<file path="config.mk">
export PLATFORM = sky130hd
export DESIGN_NAME = ldo_power_sequencer
export DESIGN_NICKNAME = d
export VERILOG_FILES = /design/src/inc/ldo_seq_pkg.sv /design/src/hdl/ldo_power_sequencer.sv
export SDC_FILE = /design/constraint.sdc
export NUM_CORES = 1
export LEC_CHECK = 0
export ABC_CLOCK_PERIOD_IN_PS = 4350
export BUFFER_PORTS_ARGS = -buffer_cell sky130_fd_sc_hd__buf_2
export CAP_MARGIN = 20
export CORE_MARGIN = 5
export CORE_UTILIZATION = 55
export CTS_BUF_LIST = sky130_fd_sc_hd__clkbuf_16
export CTS_CLUSTER_SIZE = 24
export DETAILED_ROUTE_END_ITERATION = 8
export GPL_ROUTABILITY_DRIVEN = 0
export GPL_TIMING_DRIVEN = 0
export PLACE_DENSITY = 0.78
export SYNTH_ARGS = -nofsm -noshare
export SYNTH_HDL_FRONTEND = slang
export SYNTH_SLANG_ARGS = --single-unit
</file>
<file path="constraint.sdc">
create_clock -name clk_sys_i -period 4.35 [get_ports clk_sys_i]
set_input_delay 0.435 -clock clk_sys_i [delete_from_list [all_inputs] [get_ports clk_sys_i]]
set_output_delay 0.435 -clock clk_sys_i [all_outputs]
set_load 0.02 [all_outputs]
</file>
<file path="src/inc/ldo_seq_pkg.sv">
// constants shared by the regulator sequencer and its bench
// assumes one 100 MHz system clock and an 8-bit register port from a bus engine
package ldo_seq_pkg;
  // ****************************************
  // register map
  // ****************************************
  localparam logic [7:0] ADDR_DISCHARGE_DISABLE = 8'h02;
  localparam logic [7:0] ADDR_REGULATOR_ENABLE_CTRL = 8'h0e;
  localparam logic [7:0] ADDR_SLOT_SEL_0 = 8'h10;
  localparam logic [7:0] ADDR_SEQ_RUN_CTRL = 8'h14;
  localparam logic [7:0] ADDR_FAULT_INTERRUPT_MASK = 8'h21;
  localparam logic [7:0] ADDR_FAULT_LATCHED_STATUS = 8'h22;
  localparam logic [7:0] ADDR_FAULT_CLEAR = 8'h23;
  localparam logic [7:0] ADDR_SUPPLY_UNDERVOLT_THRESHOLD = 8'h24;
  // ****************************************
  // fields and reset values
  // ****************************************
  localparam int MASTER_EN_BIT = 7;
  localparam int FAULT_UV_BIT = 0;
  localparam int FAULT_OC_BIT = 1;
  localparam int FAULT_OT_BIT = 2;
  localparam int IRQ_PULSE_BIT = 6;
  localparam int GLOBAL_MASK_BIT = 7;
  localparam logic [7:0] RST_DISCHARGE_DISABLE = 8'h00;
  localparam logic [7:0] RST_REGULATOR_ENABLE_CTRL = 8'h80;
  localparam logic [7:0] RST_FAULT_INTERRUPT_MASK = 8'h00;
  localparam logic [7:0] RST_SUPPLY_UNDERVOLT_THRESHOLD = 8'h00;
  localparam logic [3:0] SLOT_DIRECT = 4'h0;
  localparam logic [1:0] SEQ_RUN_CTRL_STOP = 2'h0;
  localparam logic [1:0] SEQ_RUN_CTRL_RUN = 2'h1;
  localparam logic [2:0] SLOT_COUNT_MIN = 3'h0;
  localparam logic [2:0] SLOT_COUNT_MAX = 3'h7;
  // ****************************************
  // timing
  // ****************************************
  localparam int CLK_PERIOD_NS = 10;
  localparam int SLOT_STEP_NS = 1000;
  localparam int SLOT_STEP_CYCLES = SLOT_STEP_NS / CLK_PERIOD_NS;
endpackage

</file>
<file path="src/hdl/ldo_power_sequencer.sv">
// control logic of a seven-regulator power sequencer
// assumes an external bus engine on clk_sys_i issuing single-cycle register strobes,
// and analog detectors whose flags arrive asynchronously
`timescale 1ns/1ns
`default_nettype none

module ldo_power_sequencer #(
  parameter int NUM_REG = 7,
  parameter int STEP_CYCLES = ldo_seq_pkg::SLOT_STEP_CYCLES
) (
  // clock and reset (reset is the active-low enable pin, already clean)
  input wire logic clk_sys_i,
  input wire logic resetn_i,
  // register port from the bus engine
  input wire logic reg_wr_i,
  input wire logic reg_rd_i,
  input wire logic [7:0] reg_addr_i,
  input wire logic [7:0] reg_wdata_i,
  output logic [7:0] reg_rdata_o,
  output logic bus_active_o,
  // analog monitor flags, asynchronous
  input wire logic por_ok_i,
  input wire logic sys_uv_i,
  input wire logic [NUM_REG-1:0] vin_uv_i,
  input wire logic overcurrent_i,
  input wire logic overtemp_i,
  // regulator controls
  output logic [NUM_REG-1:0] regulator_en_o,
  output logic [NUM_REG-1:0] discharge_en_o,
  output logic [7:0] uv_threshold_o,
  output logic [2:0] slot_counter_o,
  output logic irq_o
);

  localparam int NSYNC = NUM_REG + 4;
  localparam int STEP_W = $clog2(STEP_CYCLES + 1);

  // ****************************************
  // input synchronisers
  // ****************************************
  logic [NSYNC-1:0] sync_a;
  logic [NSYNC-1:0] sync_b;
  logic [NSYNC-1:0] next_sync_a;
  logic por_ok;
  logic sys_uv;
  logic [NUM_REG-1:0] vin_uv;
  logic overcurrent;
  logic overtemp;

  always_comb begin
    next_sync_a = {por_ok_i, sys_uv_i, overcurrent_i, overtemp_i, vin_uv_i};
  end

  always_ff @(posedge clk_sys_i) begin
    sync_a <= next_sync_a;
    sync_b <= sync_a;
  end

  assign por_ok = sync_b[NSYNC-1];
  assign sys_uv = sync_b[NSYNC-2];
  assign overcurrent = sync_b[NSYNC-3];
  assign overtemp = sync_b[NSYNC-4];
  assign vin_uv = sync_b[NUM_REG-1:0];

  // ****************************************
  // register file
  // ****************************************
  logic [7:0] discharge_disable;
  logic [7:0] regulator_enable_ctrl;
  logic [7:0] fault_interrupt_mask;
  logic [7:0] fault_latched_status;
  logic [7:0] supply_undervolt_threshold;
  logic [1:0] seq_run_ctrl;
  logic [3:0] regulator_slot_sel [NUM_REG];
  logic [7:0] next_discharge_disable;
  logic [7:0] next_regulator_enable_ctrl;
  logic [7:0] next_fault_interrupt_mask;
  logic [7:0] next_supply_undervolt_threshold;
  logic [1:0] next_seq_run_ctrl;
  logic [3:0] next_regulator_slot_sel [NUM_REG];
  logic [7:0] next_rdata;
  logic next_bus_active;
  logic wr_ok;

  // writes are dropped until the supply monitor reports power good
  assign wr_ok = reg_wr_i & bus_active_o;

  function automatic logic is_addr(input logic [7:0] a, input logic [7:0] b);
    return a == b;
  endfunction

  always_comb begin
    next_bus_active = por_ok;
    next_discharge_disable = discharge_disable;
    next_regulator_enable_ctrl = regulator_enable_ctrl;
    next_fault_interrupt_mask = fault_interrupt_mask;
    next_supply_undervolt_threshold = supply_undervolt_threshold;
    next_seq_run_ctrl = seq_run_ctrl;
    next_regulator_slot_sel = regulator_slot_sel;
    next_rdata = 8'h00;
    if (wr_ok) begin
      if (is_addr(reg_addr_i, ldo_seq_pkg::ADDR_DISCHARGE_DISABLE)) begin
        next_discharge_disable = reg_wdata_i;
      end
      if (is_addr(reg_addr_i, ldo_seq_pkg::ADDR_REGULATOR_ENABLE_CTRL)) begin
        next_regulator_enable_ctrl = reg_wdata_i;
      end
      if (is_addr(reg_addr_i, ldo_seq_pkg::ADDR_FAULT_INTERRUPT_MASK)) begin
        next_fault_interrupt_mask = reg_wdata_i;
      end
      if (is_addr(reg_addr_i, ldo_seq_pkg::ADDR_SUPPLY_UNDERVOLT_THRESHOLD)) begin
        next_supply_undervolt_threshold = reg_wdata_i;
      end
      // only the two defined codes move the run level; others are ignored
      if (is_addr(reg_addr_i, ldo_seq_pkg::ADDR_SEQ_RUN_CTRL) &&
          (reg_wdata_i[1:0] == ldo_seq_pkg::SEQ_RUN_CTRL_STOP ||
           reg_wdata_i[1:0] == ldo_seq_pkg::SEQ_RUN_CTRL_RUN)) begin
        next_seq_run_ctrl = reg_wdata_i[1:0];
      end
      for (int i = 0; i < NUM_REG; i++) begin
        if (is_addr(reg_addr_i, ldo_seq_pkg::ADDR_SLOT_SEL_0 + 8'(i / 2))) begin
          next_regulator_slot_sel[i] = (i % 2 == 0) ? reg_wdata_i[3:0] :
                                       reg_wdata_i[7:4];
        end
      end
    end
    if (reg_rd_i && bus_active_o) begin
      case (reg_addr_i)
        ldo_seq_pkg::ADDR_DISCHARGE_DISABLE: next_rdata = discharge_disable;
        ldo_seq_pkg::ADDR_REGULATOR_ENABLE_CTRL: next_rdata = regulator_enable_ctrl;
        ldo_seq_pkg::ADDR_SEQ_RUN_CTRL: next_rdata = {6'h00, seq_run_ctrl};
        ldo_seq_pkg::ADDR_FAULT_INTERRUPT_MASK: next_rdata = fault_interrupt_mask;
        ldo_seq_pkg::ADDR_FAULT_LATCHED_STATUS: next_rdata = fault_latched_status;
        ldo_seq_pkg::ADDR_SUPPLY_UNDERVOLT_THRESHOLD: next_rdata = supply_undervolt_threshold;
        default: next_rdata = 8'h00;
      endcase
      for (int i = 0; i < NUM_REG; i++) begin
        if (is_addr(reg_addr_i, ldo_seq_pkg::ADDR_SLOT_SEL_0 + 8'(i / 2))) begin
          if (i % 2 == 0) begin
            next_rdata[3:0] = regulator_slot_sel[i];
          end else begin
            next_rdata[7:4] = regulator_slot_sel[i];
          end
        end
      end
    end
  end

  // the enable pin is the synchronous reset: every register but the input synchronisers returns to default
  always_ff @(posedge clk_sys_i) begin
    if (!resetn_i) begin
      bus_active_o <= 1'b0;
      reg_rdata_o <= 8'h00;
      discharge_disable <= ldo_seq_pkg::RST_DISCHARGE_DISABLE;
      regulator_enable_ctrl <= ldo_seq_pkg::RST_REGULATOR_ENABLE_CTRL;
      fault_interrupt_mask <= ldo_seq_pkg::RST_FAULT_INTERRUPT_MASK;
      supply_undervolt_threshold <= ldo_seq_pkg::RST_SUPPLY_UNDERVOLT_THRESHOLD;
      seq_run_ctrl <= ldo_seq_pkg::SEQ_RUN_CTRL_STOP;
      for (int i = 0; i < NUM_REG; i++) begin
        regulator_slot_sel[i] <= ldo_seq_pkg::SLOT_DIRECT;
      end
    end else begin
      bus_active_o <= next_bus_active;
      reg_rdata_o <= next_rdata;
      discharge_disable <= next_discharge_disable;
      regulator_enable_ctrl <= next_regulator_enable_ctrl;
      fault_interrupt_mask <= next_fault_interrupt_mask;
      supply_undervolt_threshold <= next_supply_undervolt_threshold;
      seq_run_ctrl <= next_seq_run_ctrl;
      regulator_slot_sel <= next_regulator_slot_sel;
    end
  end

  // ****************************************
  // slot counter and sequencing
  // ****************************************
  logic seq_run;
  logic master_en;
  logic [STEP_W-1:0] step_cnt;
  logic [STEP_W-1:0] next_step_cnt;
  logic step_tick;
  logic [2:0] next_slot_counter;
  logic [NUM_REG-1:0] seq_state;
  logic [NUM_REG-1:0] next_seq_state;
  logic [NUM_REG-1:0] next_regulator_en;
  logic [NUM_REG-1:0] next_discharge_en;

  assign seq_run = (seq_run_ctrl == ldo_seq_pkg::SEQ_RUN_CTRL_RUN);
  assign master_en = regulator_enable_ctrl[ldo_seq_pkg::MASTER_EN_BIT];
  assign step_tick = (step_cnt == STEP_W'(STEP_CYCLES - 1));

  always_comb begin
    next_step_cnt = step_tick ? '0 : step_cnt + 1'b1;
    next_slot_counter = slot_counter_o;
    if (step_tick) begin
      if (seq_run && slot_counter_o != ldo_seq_pkg::SLOT_COUNT_MAX) begin
        next_slot_counter = slot_counter_o + 3'h1;
      end else if (!seq_run && slot_counter_o != ldo_seq_pkg::SLOT_COUNT_MIN) begin
        next_slot_counter = slot_counter_o - 3'h1;
      end
    end
    for (int i = 0; i < NUM_REG; i++) begin
      next_seq_state[i] = seq_state[i];
      if (regulator_slot_sel[i] == ldo_seq_pkg::SLOT_DIRECT) begin
        next_seq_state[i] = regulator_enable_ctrl[i];
      end else if ({1'b0, slot_counter_o} == regulator_slot_sel[i]) begin
        next_seq_state[i] = seq_run;
      end
      // supply and input monitors override; sequencer state is kept for recovery
      next_regulator_en[i] = next_seq_state[i] & master_en &
                             ~sys_uv & ~vin_uv[i];
      next_discharge_en[i] = ~next_regulator_en[i] & ~discharge_disable[i];
    end
  end

  always_ff @(posedge clk_sys_i) begin
    if (!resetn_i) begin
      step_cnt <= '0;
      slot_counter_o <= ldo_seq_pkg::SLOT_COUNT_MIN;
      seq_state <= '0;
      regulator_en_o <= '0;
      discharge_en_o <= '1;
      uv_threshold_o <= ldo_seq_pkg::RST_SUPPLY_UNDERVOLT_THRESHOLD;
    end else begin
      step_cnt <= next_step_cnt;
      slot_counter_o <= next_slot_counter;
      seq_state <= next_seq_state;
      regulator_en_o <= next_regulator_en;
      discharge_en_o <= next_discharge_en;
      uv_threshold_o <= supply_undervolt_threshold;
    end
  end

  // ****************************************
  // fault latch and interrupt
  // ****************************************
  logic master_en_q;
  logic [2:0] fault_raw;
  logic [2:0] fault_open;
  logic [2:0] capture;
  logic [7:0] next_status;
  logic next_irq;
  logic sw_disable_entry;
  logic [7:0] clear_bits;

  assign fault_raw = {overtemp, overcurrent, sys_uv};
  assign sw_disable_entry = master_en_q & ~master_en;
  assign clear_bits = (wr_ok && is_addr(reg_addr_i, ldo_seq_pkg::ADDR_FAULT_CLEAR)) ?
                      reg_wdata_i : 8'h00;

  always_comb begin
    // masked sources never reach the latch
    fault_open = fault_raw & ~fault_interrupt_mask[2:0] &
                 {3{~fault_interrupt_mask[ldo_seq_pkg::GLOBAL_MASK_BIT]}};
    // supply events count only while the port is alive; the synced monitor is used,
    // not the registered port flag, so gate and fault line up cycle for cycle
    fault_open[ldo_seq_pkg::FAULT_UV_BIT] = por_ok &
                                            fault_open[ldo_seq_pkg::FAULT_UV_BIT];
    capture = 3'h0;
    // one event at a time, fixed priority supply > current > temperature
    if (fault_latched_status[2:0] == 3'h0) begin
      if (fault_open[ldo_seq_pkg::FAULT_UV_BIT]) begin
        capture = 3'b001;
      end else if (fault_open[ldo_seq_pkg::FAULT_OC_BIT]) begin
        capture = 3'b010;
      end else if (fault_open[ldo_seq_pkg::FAULT_OT_BIT]) begin
        capture = 3'b100;
      end
    end
    next_status = (fault_latched_status & ~clear_bits) | {5'h00, capture};
    if (sw_disable_entry) begin
      next_status[ldo_seq_pkg::FAULT_UV_BIT] = 1'b1;
    end
    if (fault_interrupt_mask[ldo_seq_pkg::IRQ_PULSE_BIT]) begin
      next_irq = (capture != 3'h0) | sw_disable_entry;
    end else begin
      next_irq = (next_status != 8'h00);
    end
  end

  always_ff @(posedge clk_sys_i) begin
    if (!resetn_i) begin
      master_en_q <= 1'b1;
      fault_latched_status <= 8'h00;
      irq_o <= 1'b0;
    end else begin
      master_en_q <= master_en;
      fault_latched_status <= next_status;
      irq_o <= next_irq;
    end
  end

endmodule

`default_nettype wire

</file>
# Word level (Yosys, flattened, before mapping)
# Index checks and enable logic that the tools add are counted.
# word_totals
in_bits	31
ff_bits	142
# classes
n_reduce_logical	32
eq_ne	22
bitwise	63
add_sub_neg	3
mux	31
# op_table
operator	count
8-bit case mux with 6 select lines	1
8-bit by 5-bit == test with 1-bit output, second input constant	5
8-bit by 6-bit == test with 1-bit output, second input constant	4
1-bit AND	31
3-bit by 4-bit == test with 1-bit output	7
4-bit zero test	7
4-bit 2-to-1 mux	7
1-bit inverter	25
2-bit AND reduction	11
3-bit 2-to-1 mux	6
1-bit 2-to-1 mux	16
8-bit AND	1
8-bit by 2-bit == test with 1-bit output, second input constant	1
8-bit by 4-bit == test with 1-bit output, second input constant	1
8-bit 2-to-1 mux	1
8-bit inverter	1
8-bit by 3-bit OR with 8-bit output	1
8-bit nonzero test	1
7-bit by 1-bit adder with 7-bit output, second input constant	1
7-bit == test, second input constant	1
3-bit AND	2
3-bit nonzero test	2
1-bit logical AND	5
2-bit by 1-bit == test with 1-bit output, second input constant	2
other kinds (11)	11

# Longest topological paths before layout
# Gate-level depths: netlist of run 1.
# depth
ltp_word	11
ltp_mapped	8
mapped_depth_nobuf	7

# Worst setup path before layout of run 1
# No wires, ideal clock.
# synth_timing
kind	input -> register
from	input port reg_addr_i[5]
to	register regulator_enable_ctrl[7]
required_ns	4.225
arrival_time_ns	2.011
path_stages	6
setup_slack_ns	2.213
path_cell_list	or4_1 -> buf_2 -> or2_4 -> nor3_4 -> mux2i_1 -> nand2_1
# synth_between
elab_chain_len	2
# synth_lines
item	line	rtl
from (decl)	ldo_power_sequencer.sv:17	input wire logic [7:0] reg_addr_i,
8-bit by 4-bit == test with 1-bit output	ldo_power_sequencer.sv:89	return a == b;
2-bit AND reduction (no source line)	-	
to (signal assigned)	ldo_power_sequencer.sv:155	regulator_enable_ctrl <= ldo_seq_pkg::RST_REGULATOR_ENABLE_CTRL;
to (signal assigned)	ldo_power_sequencer.sv:166	regulator_enable_ctrl <= next_regulator_enable_ctrl;
to (decl)	ldo_power_sequencer.sv:69	logic [7:0] regulator_enable_ctrl;
# Every way passes these cells.
# A chain may end at the register's enable or synchronous reset.

# Worst setup path after layout of run 1
# layout_timing
from	register slot_counter_o[1]
to	register discharge_en_o[3]
# layout_between
elab_chain_len	8
# layout_lines
item	line	rtl
from (decl)	ldo_power_sequencer.sv:31	output logic [2:0] slot_counter_o,
from (signal assigned)	ldo_power_sequencer.sv:219	slot_counter_o <= ldo_seq_pkg::SLOT_COUNT_MIN;
from (signal assigned)	ldo_power_sequencer.sv:226	slot_counter_o <= next_slot_counter;
3-bit by 4-bit == test with 1-bit output	ldo_power_sequencer.sv:206	end else if ({1'b0, slot_counter_o} == regulator_slot_sel[i]) begin
1-bit 2-to-1 mux	ldo_power_sequencer.sv:206	
1-bit 2-to-1 mux	ldo_power_sequencer.sv:204	if (regulator_slot_sel[i] == ldo_seq_pkg::SLOT_DIRECT) begin
1-bit AND (2 in a row)	ldo_power_sequencer.sv:210	next_regulator_en[i] = next_seq_state[i] & master_en &
1-bit AND	ldo_power_sequencer.sv:211	~sys_uv & ~vin_uv[i];
1-bit inverter	ldo_power_sequencer.sv:212	next_discharge_en[i] = ~next_regulator_en[i] & ~discharge_disable[i];
1-bit AND	ldo_power_sequencer.sv:212	
to (signal assigned)	ldo_power_sequencer.sv:229	discharge_en_o <= next_discharge_en;
to (decl)	ldo_power_sequencer.sv:29	output logic [NUM_REG-1:0] discharge_en_o,
# Every way passes these cells.

==> results of run 1 <==
==> layout make-up <==
type                       count  area, um2
multi-input combinational    437       2930
inverter                       8       30.0
sequential                   142       2840
clock buffer                  17        425
tap                          140        175
timing repair buffer          57        285
buffer                        42        165
clock inverter                15        194
fill                         851       3700
==> worst max-delay path: cells and delay by family (launching register included) <==
kind | cells | cell delay [ns]
AND/OR/NAND/NOR | 1 | 0.64
multiplexers | 1 | 0.20
flip-flops | 1 | 0.37
AO/OA/AOI/OAI | 2 | 0.53
buffers and inverters | 1 | 0.57
XOR/XNOR | 1 | 0.14
==> routing by layer <==
metal | part of all wire (%) | wire length, um | up-vias
li1 | - | - | 2373
met1 | 40 | 6900 | 2498
met2 | 46 | 7820 | 327
met3 | 9.5 | 1640 | 74
met4 | 4.8 | 824 | 0
met5 | 0 | 0 | -
==> stage by stage <==
step / worst slack [ns] / hold slack (ns) / utilization (%) / power [uW] / instance area, um2
after floorplan: 2.21 / 0.310 / - / 1430 / 5970
after global placement: 1.80 / 0.310 / 59.8 / 1480 / 6430
after detailed placement: 1.73 / 0.312 / 59.8 / 1490 / 6430
after CTS: 1.79 / 0.109 / 65.6 / 2990 / 7050
after global routing: 1.54 / 0.110 / 65.6 / 3070 / 7050
final: 1.75 / 0.104 / 65.6 / 2990 / 7050
==> synth_stat cells (5+ instances only) <==
cell,instances,area (um2)
inv_1,7,26.3
nand2_1,19,71.3
nand2b_1,9,56.3
nor3_1,18,90.1
and2_1,11,68.8
nor2_1,111,417
a21o_1,8,60.1
o21ai_0,18,90.1
nand3_1,9,45.0
xor2_1,23,201
or4_1,8,60.1
a22oi_1,5,37.5
nor4_1,9,56.3
buf_2,6,30.0
xnor2_1,5,43.8
clkbuf_1,32,120
a21oi_1,15,75.1
o41ai_1,6,52.6
mux2i_1,71,711
and3b_1,7,61.3
nand3b_1,6,45.0
dfxtp_1,142,2840
a2111oi_0,7,61.3
==> cells by family (layout without fill, tap and decap cells) <==
family	after synthesis	after routing
AO/OA/AOI/OAI	94	94
buffers and inverters	50	139
flip-flops	142	142
XOR/XNOR	28	28
multiplexers	72	72
adder cells (fa/ha/maj)	2	2
AND/OR/NAND/NOR	241	241
==> power by group <==
part / switching [uW] / internal (uW)
Sequential: 8.59 / 1320
Clock: 571 / 958
Combinational: 98.6 / 38.9
==> final timing paths <==
| path | start | end | slack [ns] | cells past startpoint |
|---|---|---|---|---|
| min | overtemp_i | sync_a[7]$_DFF_P_ | 0.10 | 1 |
| min reg2reg | sync_a[9]$_DFF_P_ | sync_b[9]$_DFF_P_ | 0.33 | 0 |
| max reg2reg | slot_counter_o[1]$_SDFFE_PN0P_ | discharge_en_o[3]$_SDFF_PN1_ | 1.75 | 6 |
| max | slot_counter_o[1]$_SDFFE_PN0P_ | discharge_en_o[3]$_SDFF_PN1_ | 1.75 | 6 |
==> results by group, run 1 <==
Hold path
  – Hold Path Class: in -> reg

Global route
  – GR peak layer: met2
  – GRT Util Overall: 27.1%
  – First-pass GRT wire length: 27.4 mm
  – Initial antenna violation count: 0
  – Number of global-route vias before repair: 5,224
  – Pin count of the biggest net entering global routing: 17
  – Global routing usage on met2: 42.2%
  – GR met1 Demand/Resource: 34.4%
  – M3 GR Usage: 6.03%
  – Total congestion overflow: 0

Route
  – DRT iter0 DRCs: 548
  – Post-route ant nets: 0
  – WL final: 17.2 mm
  – DR pass1 iterations: 6
  – Vias per inst: 6.14
  – Vias: 5,272
  – DRC viols: 0
  – DR WL/cell: 20.0 um

Synthesis
  – Compound-gate portion of the synthesized area: 11.1%
  – Synth cell types: 60
  – Syn_area_per_cell: 9.49 um2
  – Simple-gate share of the synthesized area: 21.3%
  – Yosys warns: 0
  – Async S/R FF share, synth: 0%
  – Syn_nets: 662
  – Largest family of logic cells by synthesized area: simple AND/OR/NAND/NOR gates
  – Number of synthesized register bits: 142
  – Synth Flop Type: dfxtp_1
  – Cell count after synthesis: 629
  – Post-synthesis mux area share: 12.1%
  – Post-synth EDFFs: 0
  – Sequential area share after synthesis: 47.6%
  – Area share of fa/ha/maj cells after synthesis: 0.545%
  – Synth Area in XOR/XNOR: 4.11%
  – Synth Cell Area: 0.00597 mm2

STA
  – TNS Setup: 0 ns
  – Finish-stage setup viols: 0
  – Final hold vios: 0
  – Max Clk Rate: 384 MHz
  – Slew Limit Fails: 0
  – Minimum clock period: 2.60 ns
  – Fin crit share: 59.8%
  – Clock skew: 0.00972 ns
  – RSZ-0062 raised after global routing: no
  – Relative slew margins: 41.0%
  – Worst slew pin tran: 0.872 ns

Worst setup path
  – Worst setup SP type: flip-flop
  – CP Max Fanout: 10
  – Critical path required time: 4.62 ns
  – Crit Path Category: reg -> reg
  – Max stage delay cell, worst path: nor4_1
  – Arrival time of the worst setup path: 2.87 ns
  – Crit path cell chain: buf_1 -> xor2_1 -> nor4_1 -> mux2i_1 -> a2111oi_0 -> o21ai_0
  – Max stage delay on crit path: 0.64 ns
  – Worst Setup End Kind: flip-flop

CTS
  – Hold buffers post-CTS: 0
  – Worst-path clk slew: 0.07 ns
  – CTS tree: done
  – Clock tree buffer depth: 2
  – Clk_lat worst skew: 0.43 ns
  – Post_cts resized: 0
  – Post-CTS Setup Inserts: 0
  – Clock sinks: 142
  – H-tree levels: 4
  – Cell chosen for the clock root: clkbuf_16
  – Total CTS buffers: 17

Cells and area
  – Layout area overhead: 18.1%
  – Non-Filler Instances: 858
  – Largest reg by FF count: regulator_slot_sel
  – Most frequent cells in the layout: dfxtp_1, nor2_1, mux2i_1, buf_2, clkbuf_1
  – # diodes: 0
  – Share of post-route cells with drive strength above 1: 15.0%
  – Max reg flops: 28
  – Nets: 738
  – Largest regs: regulator_slot_sel: 28 flops, sync_a: 11 flops, sync_b: 11 flops
  – Commonest non-fill, non-tap cell in the layout: dfxtp_1

Placement
  – Cells after DPL: 826
  – HPWL Detailed: 11.7 mm
  – I/O Buffers: 57

Die
  – Initial Utilization: 55.6%
  – I/O pins: 66
  – Height of the chip: 114 um
  – Area of the core: 0.0107 mm2
  – Die W: 114 um
  – Rows: 38
  – Die area: 0.0130 mm2

Pwr
  – Leakage: 0.00292 uW
  – Power per Cell Area: 425 mW/mm2
  – VDD IR-drop max: 0.241 mV

Run status
  – Outcome: complete, no violations

Job
  – Max-cap violations: 0
(Power assumes the default switching activity.)
==> run 2: changes to the inputs <==
--- a/config.mk
+++ b/config.mk
@@ -5,11 +5,12 @@
 export SDC_FILE = /design/constraint.sdc
 export NUM_CORES = 1
 export LEC_CHECK = 0
-export ABC_CLOCK_PERIOD_IN_PS = 4350
+export ABC_AREA = 1
+export ABC_CLOCK_PERIOD_IN_PS = 2300
 export BUFFER_PORTS_ARGS = -buffer_cell sky130_fd_sc_hd__buf_2
 export CAP_MARGIN = 20
 export CORE_MARGIN = 5
-export CORE_UTILIZATION = 55
+export CORE_UTILIZATION = 53
 export CTS_BUF_LIST = sky130_fd_sc_hd__clkbuf_16
 export CTS_CLUSTER_SIZE = 24
 export DETAILED_ROUTE_END_ITERATION = 8
==> constraint.sdc (replaced) <==
create_clock -name clk_sys_i -period 2.3 [get_ports clk_sys_i]
set_input_delay 0.23 -clock clk_sys_i [delete_from_list [all_inputs] [get_ports clk_sys_i]]
set_output_delay 0.23 -clock clk_sys_i [all_outputs]
set_load 0.02 [all_outputs]
==> results by group, run 2 <==
Cells and area
  – Largest reg by FF count: regulator_slot_sel
  – Fillers: 956
  – Share of post-route cells with drive strength above 1: 18.0%
  – Final Cell Area: 0.00721 mm2
  – Non-Filler Instances: 1,041
  – Max reg flops: 28
  – Layout area overhead: 20.0%
  – Area of the multi-input gates: 0.00253 mm2
  – Commonest non-fill, non-tap cell in the layout: dfxtp_1
  – Nets: 922
  – Most frequent cells in the layout: dfxtp_1, nand2_1, inv_1, nor2_1, o21ai_0
  – FF+latch area: 0.00284 mm2
  – Largest regs: regulator_slot_sel: 28 flops, sync_a: 11 flops, sync_b: 11 flops
  – Post-layout util: 65.7%
  – # diodes: 0

Worst setup path
  – CP startpoint: seq_run_ctrl[0]$_SDFFE_PN0P_
  – Worst Setup End Kind: flip-flop
  – FF-to-FF path depth: 8
  – Reg2reg end: slot_counter_o[2]$_SDFFE_PN0P_
  – CP Max Fanout: 5
  – Arrival time of the worst setup path: 2.27 ns
  – Worst setup SP type: flip-flop
  – Crit Path Category: reg -> reg
  – Critical path required time: 2.65 ns
  – Reg2Reg Setup Slack: 0.38 ns
  – RR Startpoint: seq_run_ctrl[0]$_SDFFE_PN0P_

CTS
  – Total CTS buffers: 17
  – Clock tree buffer depth: 2
  – Post_cts resized: 0
  – Worst-path clk slew: 0.06 ns
  – H-tree levels: 4
  – CTS tree: done
  – Clk_lat worst skew: 0.42 ns
  – Post-CTS Setup Inserts: 0
  – Cell chosen for the clock root: clkbuf_16
  – Clock sinks: 142

Synthesis
  – Synth Cell Area: 0.00601 mm2
  – Top cells by area, synth: dfxtp_1, nand2_1, inv_1
  – Async S/R FF share, synth: 0%
  – Syn_area_per_cell: 7.57 um2
  – Post-synth EDFFs: 0
  – Number of synthesized register bits: 142
  – Top cells by count, synth: dfxtp_1, nand2_1, inv_1
  – Synth cell types: 40
  – Count leader, synth: dfxtp_1
  – Sequential area share after synthesis: 47.3%
  – Yosys warns: 0
  – Synth Flop Type: dfxtp_1
  – Top cell type's share of synthesized area: 47.3%
  – Cell count after synthesis: 794
  – Syn_nets: 827
  – Area leader, netlist: dfxtp_1

Placement
  – Cells after DPL: 999
  – Placed inst area: 0.00651 mm2
  – HPWL Detailed: 11.6 mm
  – Dpl ws: 0.414 ns
  – I/O Buffers: 65

Hold path
  – Worst hold endpoint: regulator_slot_sel[18]$_SDFFE_PN0P_
  – Hold path depth: 3
  – Hold path startpoint: reg_wdata_i[2]
  – Hold Path Class: in -> reg

STA
  – TNS Setup: 0 ns
  – RSZ-0062 raised after global routing: no
  – Clock skew: 0.00609 ns
  – Max Clk Rate: 520 MHz
  – Relative slew margins: 62.5%
  – Final worst slack: 0.377 ns
  – Finish-stage setup viols: 0
  – Minimum clock period: 1.92 ns
  – Worst slew pin tran: 0.563 ns
  – Fin crit share: 83.6%
  – Final hold vios: 0
  – Slew Limit Fails: 0

Route
  – DRC viols: 0
  – DR WL/cell: 15.4 um
  – Post-route ant nets: 0
  – WL final: 16.0 mm
  – Vias: 5,487
  – DR pass1 iterations: 8
  – DRT iter0 DRCs: 391
  – Vias per inst: 5.27

Job
  – Max-cap violations: 0

Global route
  – Initial antenna violation count: 0
  – GRT Util Overall: 24.6%
  – Pin count of the biggest net entering global routing: 17
  – Number of global-route vias before repair: 5,204
  – First-pass GRT wire length: 25.5 mm
  – Total congestion overflow: 0

Die
  – Initial Utilization: 54.7%
  – Die area: 0.0136 mm2
  – Die W: 116 um
  – Area of the core: 0.0110 mm2
  – I/O pins: 66
  – Height of the chip: 116 um
  – Rows: 38

Pwr
  – Leakage: 0.00343 uW
  – Power per Cell Area: 766 mW/mm2
  – VDD IR-drop max: 0.879 mV

Run status
  – Outcome: complete, no violations
==> run 2: per-layer routing <==
metal	track usage, %	part of all wire (%)	up-vias
li1	-	-	2738
met2	39.7	47	215
met3	5.75	8.0	30
met4	11.5	3.4	0
met1	31.2	41	2504
met5	0	0	-
==> run 2: layout make-up <==
type / count / area share, %
clock buffers: 17 / 5.90
repair buffers: 76 / 6.04
plain buffers: 20 / 1.87
inverters: 130 / 6.94
multi-input cells: 502 / 35.1
clock inverters: 14 / 2.32
flip-flops and latches: 142 / 39.4
well taps: 140 / 2.43
==> run 2: what timing repair did <==
item | in CTS | in global routing
hold buffers | 11 | 0
setup endpoints to repair | 0 | 0
hold endpoints to repair | 11 | 0
==> run 2: cells by family (layout without fill, tap and decap cells) <==
logic type / count (synthesis) / count (layout) / share of synthesized area (%)
buffers and inverters: 150 / 257 / 10.6
flip-flops: 142 / 142 / 47.3
AO/OA/AOI/OAI: 167 / 167 / 14.6
XOR/XNOR: 5 / 5 / 0.729
adder cells (fa/ha/maj): 2 / 2 / 0.541
AND/OR/NAND/NOR: 328 / 328 / 26.2
==> run 2: worst max path at each step <==
stage / end / slack (ns) / depth (start not counted)
floorplan: slot_counter_o[2]$_SDFFE_PN0P_ / 0.67 / 8
global placement: slot_counter_o[2]$_SDFFE_PN0P_ / 0.46 / 8
detailed placement: slot_counter_o[2]$_SDFFE_PN0P_ / 0.41 / 8
CTS: slot_counter_o[2]$_SDFFE_PN0P_ / 0.39 / 8
global route: slot_counter_o[2]$_SDFFE_PN0P_ / 0.23 / 8
finish: slot_counter_o[2]$_SDFFE_PN0P_ / 0.38 / 8
==> run 2: power by group <==
part | switching (uW) | total, uW | internal [uW]
registers | 15.6 | 2510 | 2490
logic | 161 | 238 | 77.8
clock network | 1080 | 2780 | 1700
==> run 2: critical path, cell delays in order (launching register included) <==
cell and delay (ns):
dfxtp_1 0.33, inv_1 0.05, nor2_1 0.36, nand2_1 0.20, fa_1 0.41, xnor2_1 0.13
nor2_1 0.16, o21ai_0 0.09, a21oi_1 0.13
==> run 2: per-stage QoR <==
stage	hold slack [ns]	total power, uW
floorplan	0.258	2690
global placement	0.310	2780
detailed placement	0.313	2780
CTS	0.177	5540
global route	0.196	5680
finish	0.189	5530
